**config.mk**
```make
export PLATFORM = sky130hd
export DESIGN_NAME = rcb_bank
export DESIGN_NICKNAME = d
export VERILOG_FILES = /design/src/core/rcb_pkg.sv /design/src/core/rcb_bank.sv /design/src/core/rcb_event_gate.sv /design/src/core/rcb_seq_history.sv
export VERILOG_INCLUDE_DIRS = /design/src /design/src/core
export SDC_FILE = /design/constraint.sdc
export NUM_CORES = 1
export LEC_CHECK = 0
export ABC_AREA = 1
export ABC_CLOCK_PERIOD_IN_PS = 1650
export BUFFER_PORTS_ARGS = -buffer_cell sky130_fd_sc_hd__buf_2
export CAP_MARGIN = 20
export CORE_ASPECT_RATIO = 0.6
export CORE_MARGIN = 2
export CORE_UTILIZATION = 50
export CTS_BUF_LIST = sky130_fd_sc_hd__clkbuf_16
export CTS_CLUSTER_DIAMETER = 100
export CTS_CLUSTER_SIZE = 10
export DETAILED_ROUTE_END_ITERATION = 8
export HOLD_SLACK_MARGIN = 0.1
export PLACE_DENSITY_LB_ADDON = 0.1
export SETUP_SLACK_MARGIN = 0.3
export SYNTH_ARGS = -nofsm -noshare
export SYNTH_HDL_FRONTEND = slang
export SYNTH_SLANG_ARGS = --single-unit
export TNS_END_PERCENT = 30
```
**constraint.sdc**
```tcl
create_clock -name clk_sys -period 1.65 [get_ports clk_sys]
set_input_delay 0 -clock clk_sys [delete_from_list [all_inputs] [get_ports clk_sys]]
set_output_delay 0 -clock clk_sys [all_outputs]
set_load 0.05 [all_outputs]
```
**src/core/rcb_cfg.svh**
```systemverilog
// Offsets, field positions, reset values and codes of the reclose parameter bank.
`ifndef RCB_CFG_SVH
`define RCB_CFG_SVH
`define RCB_OFF_SEQ0 8'h00
`define RCB_OFF_SEQ1 8'h04
`define RCB_OFF_SEQ2 8'h08
`define RCB_OFF_SEQ3 8'h0C
`define RCB_OFF_SEQ4 8'h10
`define RCB_OFF_IND 8'h14
`define RCB_OFF_IND_CLR 8'h18
`define RCB_OFF_ALL_CLR 8'h1C
`define RCB_OFF_SHOT_DIS 8'h20
`define RCB_OFF_MOD_RST 8'h24
`define RCB_OFF_MASK_LOW 8'h28
`define RCB_OFF_MASK_MID 8'h2C
`define RCB_OFF_MASK_HIGH 8'h30
`define RCB_OFF_IRQ_STAT 8'h34
`define RCB_OFF_IRQ_MASK 8'h38
`define RCB_FINAL_TRIP_ADD 4'hA
`define RCB_SEQ_MAX_NORMAL 4'h5
`define RCB_SEQ_MIN_FINAL 4'hB
`define RCB_IND_MAX 4'h9
`define RCB_SEQ_RESET 4'h0
`define RCB_MASK_RESET 11'h000
`define RCB_IRQ_SEQ_BIT 0
`define RCB_IRQ_EVT_BIT 1
`define RCB_IRQ_IND_BIT 2
`endif

```
**src/core/rcb_pkg.sv**
```systemverilog
// Types shared by the reclose parameter bank modules.
package rcb_pkg;
  typedef logic [3:0] rcb_code_t;
  typedef logic [7:0] rcb_addr_t;
  typedef logic [2:0] rcb_irq_t;
  typedef logic [26:0] rcb_events_t;
endpackage

```
**src/core/rcb_bank.sv**
```systemverilog
// APB register bank holding the reclose sequence records, controls and event masks.
`include "rcb_cfg.svh"
// Notes on behaviour
// - A sequence ended by final trip is stored as its code plus ten.
// - Five readable, writable sequence records hold codes 0 to 5 or 10 to 15; host writes take only 0 to 5 or 11 to 15.
// - Writing one to the indicator clear register clears the operation indicator.
// - Writing one to the combined clear clears the indicator and all records.
// - Shot disable zero allows reclosing shots; one suppresses every shot.
// - Writing one to module reset restarts timers and rewinds the shot pointer.
// - Three mask words gate events 1-11, 12-19, 20-27; only set bits report.
// - Mask words take 0 to 2047, 0 to 255 and 0 to 255.
module rcb_bank import rcb_pkg::*; (
  input wire logic clk_sys, // System clock, 250 MHz.
  input wire logic rst_n, // Asynchronous reset, active low.
  input wire logic psel, // APB select.
  input wire logic penable, // APB access phase.
  input wire logic pwrite, // APB direction, high for write.
  input wire logic [7:0] paddr, // APB byte address.
  input wire logic [31:0] pwdata, // APB write data.
  output logic [31:0] prdata, // APB read data.
  output logic pready, // APB ready, always high.
  output logic pslverr, // APB error on unmapped address.
  input wire logic seq_done, // Pulse: a reclose sequence finished.
  input wire logic [2:0] seq_code, // Normal code of that sequence, 0 to 5.
  input wire logic seq_final_trip, // Final trip operated in that sequence.
  input wire logic ind_set, // Pulse: new operation indicator value.
  input wire rcb_code_t ind_code, // Indicator value, 0 to 9.
  input wire rcb_events_t event_in, // Event pulses from the reclose logic.
  output rcb_events_t event_out, // Events that pass their mask.
  output logic shot_enable, // High while reclosing shots are allowed.
  output logic module_restart, // Pulse: restart timers, rewind shot pointer.
  output logic irq // Level interrupt.
);
  // APB phase decode; the slave never stalls, so pready is tied high.
  wire logic acc = psel & penable;
  wire logic wr_acc = acc & pwrite;
  wire logic rd_acc = acc & ~pwrite;
  wire logic hit_seq0 = (paddr == `RCB_OFF_SEQ0);
  wire logic hit_seq1 = (paddr == `RCB_OFF_SEQ1);
  wire logic hit_seq2 = (paddr == `RCB_OFF_SEQ2);
  wire logic hit_seq3 = (paddr == `RCB_OFF_SEQ3);
  wire logic hit_seq4 = (paddr == `RCB_OFF_SEQ4);
  wire logic hit_ind = (paddr == `RCB_OFF_IND);
  wire logic hit_ind_clr = (paddr == `RCB_OFF_IND_CLR);
  wire logic hit_all_clr = (paddr == `RCB_OFF_ALL_CLR);
  wire logic hit_shot = (paddr == `RCB_OFF_SHOT_DIS);
  wire logic hit_mrst = (paddr == `RCB_OFF_MOD_RST);
  wire logic hit_mlow = (paddr == `RCB_OFF_MASK_LOW);
  wire logic hit_mmid = (paddr == `RCB_OFF_MASK_MID);
  wire logic hit_mhigh = (paddr == `RCB_OFF_MASK_HIGH);
  wire logic hit_istat = (paddr == `RCB_OFF_IRQ_STAT);
  wire logic hit_imask = (paddr == `RCB_OFF_IRQ_MASK);
  wire logic mapped = hit_seq0 | hit_seq1 | hit_seq2 | hit_seq3 | hit_seq4 | hit_ind |
                      hit_ind_clr | hit_all_clr | hit_shot | hit_mrst | hit_mlow |
                      hit_mmid | hit_mhigh | hit_istat | hit_imask;

  // Sequence record writes only take legal codes; an illegal value is dropped whole.
  wire rcb_code_t wr_code = pwdata[3:0];
  wire logic code_legal = (pwdata[31:4] == 28'h0000000) &&
                          ((wr_code <= `RCB_SEQ_MAX_NORMAL) ||
                           (wr_code >= `RCB_SEQ_MIN_FINAL));
  wire logic [4:0] seq_wr = {5{wr_acc & code_legal}} &
                            {hit_seq4, hit_seq3, hit_seq2, hit_seq1, hit_seq0};

  // Reset registers fire only on a written one; a zero is a no-op.
  wire logic wr_one = (pwdata == 32'h00000001);
  wire logic ind_clr_cmd = wr_acc & hit_ind_clr & wr_one;
  wire logic all_clr_cmd = wr_acc & hit_all_clr & wr_one;
  wire logic mod_rst_cmd = wr_acc & hit_mrst & wr_one;

  // Final trip lifts the stored code by ten, e.g. 3 becomes 13.
  wire rcb_code_t rec_code = seq_final_trip ?
                             rcb_code_t'({1'b0, seq_code} + `RCB_FINAL_TRIP_ADD) :
                             rcb_code_t'({1'b0, seq_code});
  logic [19:0] hist;

  // Five-entry record history, cleared by the combined clear.
  rcb_seq_history u_hist (
    .clk_sys(clk_sys),
    .rst_n(rst_n),
    .clear(all_clr_cmd),
    .rec_valid(seq_done),
    .rec_code(rec_code),
    .wr_en(seq_wr),
    .wr_data(wr_code),
    .hist(hist)
  );

  // Operation indicator: clears win over a same-cycle new value, since the host
  // clear is an explicit acknowledge of what it has seen.
  rcb_code_t ind_reg;
  wire rcb_code_t ind_next = (ind_clr_cmd | all_clr_cmd) ? `RCB_SEQ_RESET :
                             (ind_set && ind_code <= `RCB_IND_MAX) ? ind_code : ind_reg;
  always_ff @(posedge clk_sys or negedge rst_n) begin
    if (!rst_n) begin
      ind_reg <= `RCB_SEQ_RESET;
    end else begin
      ind_reg <= ind_next;
    end
  end

  // Shot disable and the self-clearing module reset pulse.
  logic shot_dis_reg;
  logic restart_reg;
  wire logic shot_dis_next = (wr_acc & hit_shot) ? pwdata[0] : shot_dis_reg;
  always_ff @(posedge clk_sys or negedge rst_n) begin
    if (!rst_n) begin
      shot_dis_reg <= 1'b0;
      restart_reg <= 1'b0;
    end else begin
      shot_dis_reg <= shot_dis_next;
      restart_reg <= mod_rst_cmd;
    end
  end
  assign shot_enable = ~shot_dis_reg;
  assign module_restart = restart_reg;

  // Event masks; writes outside the legal range are refused and the mask kept.
  logic [10:0] mask_low_reg;
  logic [7:0] mask_mid_reg;
  logic [7:0] mask_high_reg;
  wire logic low_ok = (pwdata[31:11] == 21'h000000);
  wire logic byte_ok = (pwdata[31:8] == 24'h000000);
  wire logic [10:0] mask_low_next = (wr_acc & hit_mlow & low_ok) ? pwdata[10:0] :
                                    mask_low_reg;
  wire logic [7:0] mask_mid_next = (wr_acc & hit_mmid & byte_ok) ? pwdata[7:0] :
                                   mask_mid_reg;
  wire logic [7:0] mask_high_next = (wr_acc & hit_mhigh & byte_ok) ? pwdata[7:0] :
                                    mask_high_reg;
  always_ff @(posedge clk_sys or negedge rst_n) begin
    if (!rst_n) begin
      mask_low_reg <= `RCB_MASK_RESET;
      mask_mid_reg <= 8'h00;
      mask_high_reg <= 8'h00;
    end else begin
      mask_low_reg <= mask_low_next;
      mask_mid_reg <= mask_mid_next;
      mask_high_reg <= mask_high_next;
    end
  end

  logic event_any;
  // Event masking lives in its own module so the word layout sits in one place.
  rcb_event_gate u_gate (
    .clk_sys(clk_sys),
    .rst_n(rst_n),
    .event_in(event_in),
    .mask_low(mask_low_reg),
    .mask_mid(mask_mid_reg),
    .mask_high(mask_high_reg),
    .event_out(event_out),
    .event_any(event_any)
  );

  // Interrupt status is sticky and write-one-to-clear; a new event beats the clear.
  rcb_irq_t irq_stat_reg;
  rcb_irq_t irq_mask_reg;
  rcb_irq_t irq_set;
  assign irq_set[`RCB_IRQ_SEQ_BIT] = seq_done;
  assign irq_set[`RCB_IRQ_EVT_BIT] = event_any;
  assign irq_set[`RCB_IRQ_IND_BIT] = ind_set;
  wire rcb_irq_t irq_clr = (wr_acc & hit_istat) ? pwdata[2:0] : 3'h0;
  wire rcb_irq_t irq_stat_next = irq_set | (irq_stat_reg & ~irq_clr);
  wire rcb_irq_t irq_mask_next = (wr_acc & hit_imask) ? pwdata[2:0] : irq_mask_reg;
  always_ff @(posedge clk_sys or negedge rst_n) begin
    if (!rst_n) begin
      irq_stat_reg <= 3'h0;
      irq_mask_reg <= 3'h0;
    end else begin
      irq_stat_reg <= irq_stat_next;
      irq_mask_reg <= irq_mask_next;
    end
  end
  assign irq = |(irq_stat_reg & irq_mask_reg);

  // Read mux; write-only and self-clearing registers read as zero.
  wire logic [31:0] rd_mux =
    hit_seq0 ? {28'h0000000, hist[3:0]} :
    hit_seq1 ? {28'h0000000, hist[7:4]} :
    hit_seq2 ? {28'h0000000, hist[11:8]} :
    hit_seq3 ? {28'h0000000, hist[15:12]} :
    hit_seq4 ? {28'h0000000, hist[19:16]} :
    hit_ind ? {28'h0000000, ind_reg} :
    hit_shot ? {31'h00000000, shot_dis_reg} :
    hit_mlow ? {21'h000000, mask_low_reg} :
    hit_mmid ? {24'h000000, mask_mid_reg} :
    hit_mhigh ? {24'h000000, mask_high_reg} :
    hit_istat ? {29'h00000000, irq_stat_reg} :
    hit_imask ? {29'h00000000, irq_mask_reg} : 32'h00000000;
  assign prdata = rd_acc ? rd_mux : 32'h00000000;
  assign pready = 1'b1;
  assign pslverr = acc & ~mapped;

  // Checks next to the logic they guard.
  chk_final_trip_mark: assert property (@(posedge clk_sys) disable iff (!rst_n)
    seq_done && !all_clr_cmd |=> hist[3:0] == $past(rec_code))
    else $error("final trip marking wrong");
  chk_final_plus_ten: assert property (@(posedge clk_sys) disable iff (!rst_n)
    seq_done && seq_final_trip && seq_code != 3'h0 && !all_clr_cmd |=>
      hist[3:0] == rcb_code_t'({1'b0, $past(seq_code)} + 4'hA))
    else $error("final trip code not raised by ten");
  chk_seq_shift_down: assert property (@(posedge clk_sys) disable iff (!rst_n)
    seq_done && !all_clr_cmd |=> hist[19:4] == $past(hist[15:0]))
    else $error("history did not shift");
  chk_seq_illegal_drop: assert property (@(posedge clk_sys) disable iff (!rst_n)
    wr_acc && hit_seq2 && !code_legal && !seq_done && !all_clr_cmd |=>
      $stable(hist[11:8]))
    else $error("illegal sequence code stored");
  chk_ind_clear: assert property (@(posedge clk_sys) disable iff (!rst_n)
    ind_clr_cmd |=> ind_reg == 4'h0)
    else $error("indicator not cleared");
  chk_all_clear: assert property (@(posedge clk_sys) disable iff (!rst_n)
    all_clr_cmd |=> hist == 20'h00000 && ind_reg == 4'h0)
    else $error("combined clear incomplete");
  chk_shot_follow: assert property (@(posedge clk_sys) disable iff (!rst_n)
    wr_acc && hit_shot |=> shot_enable == !$past(pwdata[0]))
    else $error("shot enable does not follow write");
  chk_restart_once: assert property (@(posedge clk_sys) disable iff (!rst_n)
    mod_rst_cmd ##1 !mod_rst_cmd |=> !module_restart)
    else $error("module restart longer than one cycle");
  chk_restart_zero: assert property (@(posedge clk_sys) disable iff (!rst_n)
    !mod_rst_cmd |=> !module_restart)
    else $error("module restart without a written one");
  chk_event_masked: assert property (@(posedge clk_sys) disable iff (!rst_n)
    ##1 event_out == ($past(event_in) & $past({mask_high_reg, mask_mid_reg, mask_low_reg})))
    else $error("event passed a cleared mask bit");
  chk_mask_range: assert property (@(posedge clk_sys) disable iff (!rst_n)
    wr_acc && hit_mmid && !byte_ok |=> $stable(mask_mid_reg))
    else $error("out of range mask accepted");
  chk_irq_set_wins: assert property (@(posedge clk_sys) disable iff (!rst_n)
    seq_done |=> irq_stat_reg[0])
    else $error("sequence interrupt lost");

  cov_final_trip: cover property (@(posedge clk_sys) disable iff (!rst_n)
    seq_done && seq_final_trip);
  cov_all_clear: cover property (@(posedge clk_sys) disable iff (!rst_n)
    all_clr_cmd);
  cov_restart: cover property (@(posedge clk_sys) disable iff (!rst_n)
    module_restart);
  cov_event_out: cover property (@(posedge clk_sys) disable iff (!rst_n)
    |event_out && irq);
endmodule

```
**src/core/rcb_event_gate.sv**
```systemverilog
// Passes reclose events through the three mask words and flags any reported one.
`include "rcb_cfg.svh"
module rcb_event_gate import rcb_pkg::*; (
  input wire logic clk_sys, // System clock.
  input wire logic rst_n, // Asynchronous reset, active low.
  input wire rcb_events_t event_in, // Event pulses, bit n-1 is event n.
  input wire logic [10:0] mask_low, // Mask for events 1 to 11.
  input wire logic [7:0] mask_mid, // Mask for events 12 to 19.
  input wire logic [7:0] mask_high, // Mask for events 20 to 27.
  output rcb_events_t event_out, // Reported events, one cycle late.
  output logic event_any // Pulse when any event was reported.
);
  wire rcb_events_t mask_all = {mask_high, mask_mid, mask_low};
  wire rcb_events_t passed = event_in & mask_all;
  rcb_events_t out_reg;
  logic any_reg;
  // Registered so the reported word is glitch free for the event consumer.
  always_ff @(posedge clk_sys or negedge rst_n) begin
    if (!rst_n) begin
      out_reg <= '0;
      any_reg <= 1'b0;
    end else begin
      out_reg <= passed;
      any_reg <= |passed;
    end
  end
  assign event_out = out_reg;
  assign event_any = any_reg;
endmodule

```
**src/core/rcb_seq_history.sv**
```systemverilog
// Five-deep history of recorded reclose sequence codes, latest first.
`include "rcb_cfg.svh"
module rcb_seq_history import rcb_pkg::*; (
  input wire logic clk_sys, // System clock.
  input wire logic rst_n, // Asynchronous reset, active low.
  input wire logic clear, // Clears all five entries.
  input wire logic rec_valid, // A new sequence code is pushed in.
  input wire rcb_code_t rec_code, // Code pushed in, already marked.
  input wire logic [4:0] wr_en, // Host write strobe per entry.
  input wire rcb_code_t wr_data, // Host write value.
  output logic [19:0] hist // Entry k in bits 4k+3..4k.
);
  // Each entry shifts down on a new record; clear beats record beats host write.
  genvar k;
  generate
    for (k = 0; k < 5; k++) begin : g_ent
      rcb_code_t ent_reg;
      rcb_code_t ent_next;
      rcb_code_t shift_in;
      if (k == 0) begin : g_head
        assign shift_in = rec_code;
      end else begin : g_tail
        assign shift_in = hist[4*k-1 -: 4];
      end
      assign ent_next = clear ? `RCB_SEQ_RESET : rec_valid ? shift_in :
                        wr_en[k] ? wr_data : ent_reg;
      always_ff @(posedge clk_sys or negedge rst_n) begin
        if (!rst_n) begin
          ent_reg <= `RCB_SEQ_RESET;
        end else begin
          ent_reg <= ent_next;
        end
      end
      assign hist[4*k+3 -: 4] = ent_reg;
    end
  endgenerate
endmodule

```
# [Word level (Yosys, flattened, before mapping)]
# Index checks and enable logic that the tools add are counted.
[word_totals] ff_bits=87 word_cells=125
[classes] addsub=1 n_lt_le_gt_ge=3 eq_ne=15 mux=32 bitwise_logic=44 n_reduce_logical=15
[op_table] cell="2-to-1 mux 11 bit" count=7
[op_table] cell="2-to-1 mux 4 bit" count=18
[op_table] cell="2-to-1 mux 32 bit" count=2
[op_table] cell="equality test 8 x 6 -> 1 bit (second input constant)" count=7
[op_table] cell="equality test 32 x 1 -> 1 bit (second input constant)" count=1
[op_table] cell="equality test 8 x 5 -> 1 bit (second input constant)" count=4
[op_table] cell="logical NOT 28 bit" count=1
[op_table] cell="AND 27 bit" count=1
[op_table] cell="OR reduction 27 bit" count=1
[op_table] cell="logical NOT 24 bit" count=1
[op_table] cell="logical NOT 21 bit" count=1
[op_table] cell="AND 1 bit" count=20
[op_table] cell="equality test 8 x 4 -> 1 bit (second input constant)" count=2
[op_table] cell="2-to-1 mux 8 bit" count=2
[op_table] cell="bitwise OR 1 bit" count=15
[op_table] cell="nonzero test 3 bit" count=5
[op_table] cell="2-to-1 mux 3 bit" count=3
[op_table] cell="equality test 8 x 3 -> 1 bit (second input constant)" count=1
[op_table] cell="logical NOT 8 bit" count=1
[op_table] cell="AND 3 bit" count=2
[op_table] cell="AND 5 bit" count=1
[op_table] cell="adder 3 x 4 -> 4 bit (second input constant)" count=1
[op_table] cell=">= comparator 4 bit (second input constant)" count=1
[op_table] cell="less-or-equal comparator 4 x 3 -> 1 bit (second input constant)" count=1
[op_table] cell="8 further kinds" count=11

# [Logic depth before layout (Yosys ltp)]
# Gate-level depths: netlist of run 1.
[logic_depth] ltp_word=17 ltp_mapped=13 depth_no_buf=13

# [Hierarchy]
# Synthesis of run 1 repeated with hierarchy kept, for this count alone.
[hier_totals] cells_unflattened=620 hier_area_um2=4634.4
[modules_own_cells] module="rcb_bank" instances=1 cells_each=374 area_each_um2=2628.8 seq_area_each_um2=975.9
[modules_own_cells] module="rcb_seq_history" instances=1 cells_each=140 area_each_um2=1009.7 seq_area_each_um2=500.5
[modules_own_cells] module="rcb_event_gate" instances=1 cells_each=106 area_each_um2=996.0 seq_area_each_um2=700.7

# [Least setup slack after synthesis of run 1]
# No wires, ideal clock.
[synth_timing] kind="input port to output port" start="in paddr[0]" end="out pslverr" arrival_time_ps=2193 t_required_ps=1650 path_slack_ps=-543 path_stages=7 path_cell_list="inv_1 > nand2_1 > nor2_2 > inv_2 > nor2_1 > or2_1 > nor4_1"
[synth_via] elab_chain_cells=17 elab_cells_between_ends=31
[synth_lines] element="start, declared" line="rcb_bank.sv:18" source="input wire logic [7:0] paddr,"
[synth_lines] element="equality test 8 x 3 -> 1 bit (no source line) / logical NOT 8 bit (equally long branches)"
[synth_lines] element="bitwise OR 1 bit (6 in series)" line="rcb_bank.sv:53" source="wire logic mapped = hit_seq0 | hit_seq1 | hit_seq2 | hit_seq3 | hit_seq4 | hit_ind |"
[synth_lines] element="bitwise OR 1 bit (5 in series)" line="rcb_bank.sv:54" source="hit_ind_clr | hit_all_clr | hit_shot | hit_mrst | hit_mlow |"
[synth_lines] element="bitwise OR 1 bit (2 in series)" line="rcb_bank.sv:55" source="hit_mmid | hit_mhigh | hit_istat | hit_imask;"
[synth_lines] element="bitwise OR 1 bit *" line="rcb_bank.sv:55"
[synth_lines] element="inverter 1 bit *" line="rcb_bank.sv:192" source="assign pslverr = acc & ~mapped;"
[synth_lines] element="AND 1 bit *" line="rcb_bank.sv:192"
[synth_lines] element="end, declared" line="rcb_bank.sv:22" source="output logic pslverr,"
# Mark *: on every way between the ends. The rest lies on a longest branch, timed or not.

# [Worst setup path after layout of run 1]
[layout_timing] start="reg irq_stat_reg[2]" end="out prdata[2]"
[layout_via] elab_chain_cells=12
[layout_lines] element="start, declared" line="rcb_bank.sv:156" source="rcb_irq_t irq_stat_reg;"
[layout_lines] element="start signal, assigned" line="rcb_bank.sv:170" source="irq_stat_reg <= irq_stat_next;"
[layout_lines] element="2-to-1 mux 3 bit" line="rcb_bank.sv:188" source="hit_istat ? {29'h00000000, irq_stat_reg} :"
[layout_lines] element="2-to-1 mux 8 bit" line="rcb_bank.sv:187" source="hit_mhigh ? {24'h000000, mask_high_reg} :"
[layout_lines] element="2-to-1 mux 8 bit" line="rcb_bank.sv:186" source="hit_mmid ? {24'h000000, mask_mid_reg} :"
[layout_lines] element="2-to-1 mux 11 bit" line="rcb_bank.sv:185" source="hit_mlow ? {21'h000000, mask_low_reg} :"
[layout_lines] element="2-to-1 mux 11 bit" line="rcb_bank.sv:184" source="hit_shot ? {31'h00000000, shot_dis_reg} :"
[layout_lines] element="2-to-1 mux 11 bit" line="rcb_bank.sv:183" source="hit_ind ? {28'h0000000, ind_reg} :"
[layout_lines] element="2-to-1 mux 11 bit" line="rcb_bank.sv:182" source="hit_seq4 ? {28'h0000000, hist[19:16]} :"
[layout_lines] element="2-to-1 mux 11 bit" line="rcb_bank.sv:181" source="hit_seq3 ? {28'h0000000, hist[15:12]} :"
[layout_lines] element="2-to-1 mux 11 bit" line="rcb_bank.sv:180" source="hit_seq2 ? {28'h0000000, hist[11:8]} :"
[layout_lines] element="2-to-1 mux 11 bit" line="rcb_bank.sv:179" source="hit_seq1 ? {28'h0000000, hist[7:4]} :"
[layout_lines] element="2-to-1 mux 32 bit" line="rcb_bank.sv:178" source="hit_seq0 ? {28'h0000000, hist[3:0]} :"
[layout_lines] element="2-to-1 mux 32 bit" line="rcb_bank.sv:190" source="assign prdata = rd_acc ? rd_mux : 32'h00000000;"
[layout_lines] element="end, declared" line="rcb_bank.sv:20" source="output logic [31:0] prdata,"
# Every way passes these cells.

==> results of run 1 <==
==> cells in the final DEF (no fill, tap or decap), types with 4 or more instances in the layout <==
master         Yosys  final
nand2_1          170    162
buf_2              4    102
dfrtp_1           87     87
inv_1             73     68
nor2_1            58     51
buf_4             24     49
dlygate4sd3_1      0     48
nand3_1           47     35
o21ai_0           27     27
o21ai_1           26     22
conb_1             2     22
buf_6              2     18
nand3_2            5     14
o21ai_2           11     13
a21oi_1           14     13
nor2_4             3     12
nand4_1           11     11
inv_2             11     10
clkbuf_16          0      9
nand2_4            0      7
nor4_1             7      5
buf_8              0      5
nand3_4            1      4
nor2_2             6      4
buf_12             0      4
==> critical path, cell delays in order (launching register included) <==
cell and delay, ns:
dfrtp_1 0.44, nand3_2 0.13, nand3_2 0.09, o21bai_1 0.18
nand3_1 0.10, nand2_1 0.08, nand3_1 0.08, nand2_1 0.07
inv_1 0.05, buf_6 0.14
==> cell families (layout without fill, tap and decap cells) <==
| family | Yosys count | after routing |
|---|---|---|
| other | 2 | 22 |
| xor gates and xnor gates | 1 | 1 |
| buffers and inverters | 116 | 326 |
| DFF | 87 | 87 |
| muxes | 3 | 3 |
| AOI/OAI and AO/OA | 88 | 88 |
| and+or+nand+nor | 318 | 318 |
| adders and majority gates | 1 | 1 |
==> per-stage QoR <==
| stage | instance area, um^2 | worst slack [ns] |
|---|---|---|
| after floorplan | 4850 | 0.0778 |
| after global placement | 5680 | 0.0376 |
| after detailed placement | 5680 | 0.0462 |
| after CTS | 6580 | 0.0380 |
| after global routing | 7120 | -0.137 |
| final | 7120 | -0.0526 |
==> routing by layer <==
| metal | part of all wire | up-vias | wire (um) |
|---|---|---|---|
| met1 | 0.45 | 2420 | 7420 |
| met5 | 0 | - | 0 |
| met3 | 0.10 | 35 | 1680 |
| met4 | 0.015 | 0 | 253 |
| li1 | - | 2390 | - |
| met2 | 0.43 | 315 | 7190 |
==> worst paths after layout <==
path | endpoint | slack (ns) | depth (start not counted)
max | prdata[2] | -0.05 | 9
min | u_gate.event_out[13] | 0.11 | 2
max reg2reg | u_gate.event_any | 0.32 | 5
min reg2reg | irq_stat_reg[1] | 0.46 | 2
max in group asynchronous | u_gate.event_out[22] | 1.03 | 3
min in group clk_sys | u_hist.g_ent[2].ent_reg[3] | 0.13 | 5
==> where the power goes <==
| part | total (W) | switching, W | internal, W |
|---|---|---|---|
| registers | 0.00227 | 0.0000611 | 0.00221 |
| clock network | 0.00225 | 0.000908 | 0.00134 |
| logic | 0.000812 | 0.000494 | 0.000318 |
| total | 0.00533 | 0.00146 | 0.00387 |
==> final cells by class <==
| type | count | area (um^2) |
|---|---|---|
| timing repair buffer | 226 | 1720 |
| tap | 130 | 163 |
| clock inverter | 7 | 103 |
| clock buffer | 9 | 225 |
| sequential | 87 | 2180 |
| inverter | 84 | 353 |
| fill | 642 | 2060 |
| multi-input combinational | 433 | 2390 |
==> what timing repair did <==
action,4_1_cts,5_1_grt
endpoints found under the setup margin,12,23
pin swaps,6,37
resized for setup,10,130
hold endpoints to repair,146,0
hold buffers,48,0
setup buffers,8,15
==> parameters.txt, run 1 <==
Parameter                              Value

Critical path
  Class of the most critical setup path ... register to output port
  Maximum fanout along the worst path ... 3
  CP Capture Type ... output port
  Type of element launching the critical path ... register
  Required time at the worst-slack endpoint ... 1.65 ns
  Startpoint of the most critical setup path ... irq_stat_reg[2]
  Endpoint arrival time on the critical path ... 1.70 ns
  Origin of the critical flop-to-flop path ... mask_mid_reg[0]

CTS
  Clk pin slew, worst setup/hold paths ... 0.07 ns
  Number of H-tree levels ... 3
  CTS tree ... yes
  Sink count of the clock tree ... 87
  Clock latency on the worst-skew pair ... 0.35 ns
  Maximum clock insertion buffer count ... 2
  Cell at the root of the clock tree ... clkbuf_16
  Total CTS buffers ... 9

Synthesis
  Number of synthesized register bits ... 87
  Top cells by area in the synthesized netlist ... dfrtp_1 46%, nand2_1 14%, inv_1 5.8%
  Synth Area in Simple Gates ... 0.304
  Synth async-reset ratio ... 1.00
  Multiplexer area fraction after synthesis ... 0.00715
  Post-synthesis average cell area ... 7.67 um^2
  Distinct cell type count of the synthesized netlist ... 37
  EDFF count, synth ... 0
  Yosys warnings ... 0
  Area of the mapped netlist ... 4720 um^2
  Most used standard cell by instance count after synthesis ... nand2_1
  Compound-gate portion of the synthesized area ... 0.106
  Sequential cell area fraction in the yosys report ... 0.461
  Gate count of the mapped netlist ... 616
  Top cell type's share of synthesized area ... 0.461
  Synthesized-area fraction occupied by adder cells ... 0.00265
  Top cells by count, synth ... 170 x nand2_1, 87 x dfrtp_1, 73 x inv_1
  Most used flip-flop cell after synthesis ... dfrtp_1
  Combinational family with the most area after synthesis ... simple AND/OR/NAND/NOR gates
  Biggest area consumer among synthesized cells ... dfrtp_1
  Synthesized-area fraction occupied by xor and xnor cells ... 0.00185

STA
  Relative slew slack ... 0.605
  Least setup slack across all paths after layout ... -0.0526 ns
  Highest Clock Rate ... 587 MHz
  RSZ-0062 raised after global routing ... yes
  Worst Tran Pin Value ... 0.583 ns
  Post-route clock period utilization ... 1.03
  Aggregate negative setup slack ... -0.0526 ns
  Final number of hold-violating endpoints ... 0
  Hold Slack ... roughly 0.11 ns
  Total of endpoints with negative setup slack in the final report ... 1
  Final max-slew violation count ... 0
  Clock Skews ... 0.00578 ns
  Clock period minus final worst setup slack ... between 1.5 and 2 ns

Run status
  Violations in the final reports ... setup timing
  Result of the run ... finished with violations

Routing
  Total vias in the final route ... between 5,000 and 6,000
  Routed wire length per instance ... 17.0 um
  Total DRC errors in the routed layout ... 0
  Average vias per placed instance ... around 5.3
  Number of DRC markers after the initial detailed-route iteration ... between 500 and 600
  Number of nets with antenna violations after routing ... 0
  Initial DRT Pass Iterations ... 5
  Routed wire length ... about 17,000 um

Placement
  Final weighted congestion of routability-driven global placement ... ~0.94
  Detailed placement HPWL ... 11,200 um
  Placed instance count ... 889
  Buffers on Ports ... 123

Power and ir drop
  Total power draw ... 0.00533 W
  Power density normalized to cell area ... 748 nW/um^2
  Leakage power ... 3.79 nW
  Worst-case vdd ir drop ... 0.000553 V

Floorplan
  Count of boundary I/O pins ... 146
  Starting utilization of the core area ... 0.514
  Die Height ... 79.3 um
  Core area ... about 9000 um^2
  Site row count ... 27
  Floorplan die width ... 129 um
  Floorplan die area ... roughly 10,000 um^2

Finish
  Layout cell share with drive strength beyond 1 ... 0.338
  Finished Layout Cells ... 976
  Number of flip-flops in the largest register ... 27
  Number of nets in the final layout ... around 920
  Layout-stage area growth over the synthesis result ... 50.8%
  Fraction of the core area covered by cells at the end of the flow ... 0.775
  Number of antenna diodes ... 0

Global routing
  Most crowded layer after global routing ... met1
  Vias in the first global route ... 4,680
  Met1 Resource Use GR ... 0.480
  Number of antenna violations at the first check in global routing ... 0
  Global routing met2 resource utilization ... 0.451
  Pin count of the biggest net entering global routing ... 34
  Wire length of the first global-routing pass ... 24,200 um
  Global-route usage over all layers ... 0.313
  Global routing met3 resource utilization ... 0.0755
  Remaining global-route overflow ... 0

Worst hold path
  Hold Crit Class ... primary input to async pin

Job
  Max Cap Violations ... 0
Note: power is estimated with default switching activity, not from simulation.
==> run 2, diff against run 1 <==
ABC_AREA = default   (was 1)
ABC_CLOCK_PERIOD_IN_PS = 1700   (was 1650)
clock period = 1.7 ns   (was 1.65 ns; I/O delays follow)
==> run 2 against run 1 <==
Effect of this change: largest power group unchanged; design area rose by 1.8%; clock skew down 0.0015 ns; combinational power about the same; routed wire length increased by 1.1%; utilization up 5.9 points; synthesized cell count fell by 27%; clock-buffer cell count stayed put; total power shrank 1.9%; the run still ends with setup timing left.
==> parameters.txt, run 2 <==
Parameter                              Value

Run status
  Result of the run ... finished with violations
  Violations in the final reports ... setup timing

STA
  Highest Clock Rate ... 472 MHz
  Aggregate negative setup slack ... -1.37 ns (-1.32 ns)
  Final max-slew violation count ... 0 (unchanged)
  Total of endpoints with negative setup slack in the final report ... 4 (+3)
  Post-route clock period utilization ... 1.25
  Worst Tran Pin Value ... 0.632 ns (+0.0493 ns)
  Relative slew slack ... 0.578 (-0.0267)
  RSZ-0062 raised after global routing ... yes
  Least setup slack across all paths after layout ... -0.417 ns (-0.364 ns)
  Clock Skews ... 0.00425 ns (-0.00153 ns)
  Clock period minus final worst setup slack ... 2.12 ns
  Final number of hold-violating endpoints ... 0 (unchanged)

Routing
  Total vias in the final route ... 4,667 (-9.6%)
  Initial DRT Pass Iterations ... 6 (+1)
  Number of DRC markers after the initial detailed-route iteration ... 481 (-20%)
  DR WL met2 ... 7560 um (+5.2%)
  Met3 Wirelength ... 1950 um (+16%)
  Number of nets with antenna violations after routing ... 0 (unchanged)
  Routed length on met1 ... 6940 um (-6.6%)
  Routed wire length per instance ... 20.7 um (+22%)
  Average vias per placed instance ... 5.77 (+9.1%)
  Total DRC errors in the routed layout ... 0 (unchanged)
  Routed wire length ... 16,700 um (+1.1%)
  Top layer reached by signal wires ... met4

Power and ir drop
  Leakage power ... 3.68 nW (-2.9%)
  Power density normalized to cell area ... 722 nW/um^2 (-3.6%)
  Total power draw ... 0.00523 W (-1.9%)
  Worst-case vdd ir drop ... 0.000617 V (+11%)

Synthesis
  EDFF count, synth ... 0 (unchanged)
  Sequential cell area fraction in the yosys report ... 0.477 (+0.0159)
  Top cells by area in the synthesized netlist ... dfrtp_1 48%, mux2i_1 7.2%, mux2_2 6.9%
  Top cell type's share of synthesized area ... 0.477 (+0.0159)
  Number of synthesized register bits ... 87 (unchanged)
  Synth async-reset ratio ... 1.00 (unchanged)
  Yosys warnings ... 0 (unchanged)
  Most used standard cell by instance count after synthesis ... dfrtp_1
  Top cells by count, synth ... 87 x dfrtp_1, 39 x a21oi_1, 39 x o21ai_0
  Post-synthesis average cell area ... 10.2 um^2 (+33%)
  Gate count of the mapped netlist ... 449 (-27%)
  Biggest area consumer among synthesized cells ... dfrtp_1
  Distinct cell type count of the synthesized netlist ... 52 (+41%)
  Area of the mapped netlist ... 4570 um^2 (-3.3%)
  Most used flip-flop cell after synthesis ... dfrtp_1

Floorplan
  Core area ... 8690 um^2 (-5.5%)
  Floorplan die width ... 127 um (-1.6%)
  Count of boundary I/O pins ... 146 (unchanged)
  Die Height ... 78.0 um (-1.6%)
  Site row count ... 26 (-3.7%)
  Starting utilization of the core area ... 0.526 (+0.0116)
  Floorplan die area ... 9940 um^2 (-3.2%)

CTS
  Cell at the root of the clock tree ... clkbuf_16
  CTS tree ... yes
  Maximum clock insertion buffer count ... 2 (unchanged)
  Number of H-tree levels ... 3 (unchanged)
  Sink count of the clock tree ... 87 (unchanged)
  Clock latency on the worst-skew pair ... 0.35 ns (about the same)
  Total CTS buffers ... 9 (unchanged)
  Clk pin slew, worst setup/hold paths ... 0.07 ns (about the same)

Global routing
  Global-route usage over all layers ... 0.337 (+0.0231)
  Remaining global-route overflow ... 0 (unchanged)
  Vias in the first global route ... 4,584 (-2.1%)
  Number of antenna violations at the first check in global routing ... 0 (unchanged)
  Wire length of the first global-routing pass ... 25,200 um (+4.3%)
  Pin count of the biggest net entering global routing ... 56 (+65%)

Critical path
  CP Capture Type ... output port
  Endpoint arrival time on the critical path ... 2.12 ns (+0.42 ns)
  Crit path cell chain ... nor2_1, a221oi_1, a21oi_2, o21ai_2, a222oi_1, o22ai_4, buf_6
  Critical Path End ... prdata[1]
  Internal reg-to-reg setup slack ... -0.40 ns (-0.72 ns)
  Class of the most critical setup path ... register to output port
  Type of element launching the critical path ... register
  Register-to-Register Path Depth ... 4 (-1)
  Startpoint of the most critical setup path ... mask_high_reg[1]
  Required time at the worst-slack endpoint ... 1.70 ns (+0.05 ns)
  Reg-to-reg endpoint ... u_gate.event_any
  Origin of the critical flop-to-flop path ... mask_high_reg[5]
  Slowest Stage Delay on Critical Path ... 0.59 ns (+0.15 ns)
  Critical Path Slowest Stage Cell ... a222oi_1
  Maximum fanout along the worst path ... 2 (-1)

Finish
  Commonest non-fill, non-tap cell in the layout ... buf_2
  Number of flip-flops in the largest register ... 27 (unchanged)
  Fraction of the core area covered by cells at the end of the flow ... 0.835 (+0.0593)
  Number of antenna diodes ... 0 (unchanged)
  Number of nets in the final layout ... 775 (-16%)
  Finished Layout Cells ... 809 (-17%)
  Layout cell share with drive strength beyond 1 ... 0.461 (+0.122)
  Top library cells by usage in the layout, fill and taps aside ... 101 x buf_2, 87 x dfrtp_1, 64 x buf_4
  Layout-stage area growth over the synthesis result ... 58.8%

Worst hold path
  Hold Crit Class ... primary input to register

Placement
  Detailed placement HPWL ... 10,900 um (-2.6%)
  Placed instance count ... 734 (-17%)
  Final weighted congestion of routability-driven global placement ... 0.932 (-0.66%)
  Buffers on Ports ... 123 (unchanged)

Job
  Max Cap Violations ... 0 (unchanged)
run 2: stage by stage:
step	worst slack (ns)	hold slack [ns]	area (um^2)
detailed placement	-0.413	-0.0228	5960
global placement	-0.297	-0.0277	5960
global route	-0.478	0.112	7250
CTS	-0.434	0.0911	7080
finish	-0.417	0.121	7250
floorplan	-0.257	-0.296	4920
run 2: kinds of logic after synthesis:
| logic type | count (synthesis) | share of synthesized area |
|---|---|---|
| AOI/OAI and AO/OA | 103 | 0.129 |
| xor gates and xnor gates | 1 | 0.00192 |
| adders and majority gates | 1 | 0.00274 |
| buffers and inverters | 54 | 0.0663 |
| DFF | 87 | 0.477 |
| muxes | 61 | 0.141 |
| other | 2 | 0.00164 |
| and+or+nand+nor | 140 | 0.180 |
run 2: power by group:
group	switching [W]	leakage, nW	internal [W]
Combinational	0.000484	2.41	0.000325
Sequential	0.0000720	1.11	0.00215
Clock	0.000895	0.157	0.00130
Total	0.00145	3.68	0.00378
run 2: critical path: cells and delay by family, from the launching register on:
family          cells  cell delay, ns
flops               1            0.38
simple gates        1            0.10
buf+inv             1            0.18
compound gates      5            1.11
run 2: repair_timing:
item,4_1_cts,5_1_grt
cloned,2,0
pin swaps,32,41
setup buffers,5,3
endpoints found under the hold margin,148,0
hold buffers,50,0
endpoints found under the setup margin,50,65
gates resized for setup,64,38
run 2: worst min-delay path by stage:
stage               slack, ns                to  cells past startpoint    startpoint
floorplan               -0.30        ind_reg[0]                      0         rst_n
global placement        -0.03  mask_high_reg[4]                      1         rst_n
detailed placement      -0.02  mask_high_reg[3]                      1         rst_n
CTS                      0.09  u_gate.event_any                      4  event_in[15]
global route             0.11   mask_mid_reg[3]                      4     pwdata[3]
finish                   0.12   mask_mid_reg[3]                      4     pwdata[3]
run 2: layout make-up:
cell class | count | area, um^2
clock buffer | 9 | 225
sequential | 87 | 2180
fill | 504 | 1440
multi-input combinational | 330 | 2610
tap | 112 | 140
clock inverter | 7 | 103
inverter | 12 | 45.0
timing repair buffer | 252 | 1950
run 2: routing by layer:
layer  track usage  vias up
li1              -     2072
met1         0.470     2250
met2         0.516      308
met3         0.103       37
met4        0.0846        0
met5             0        -
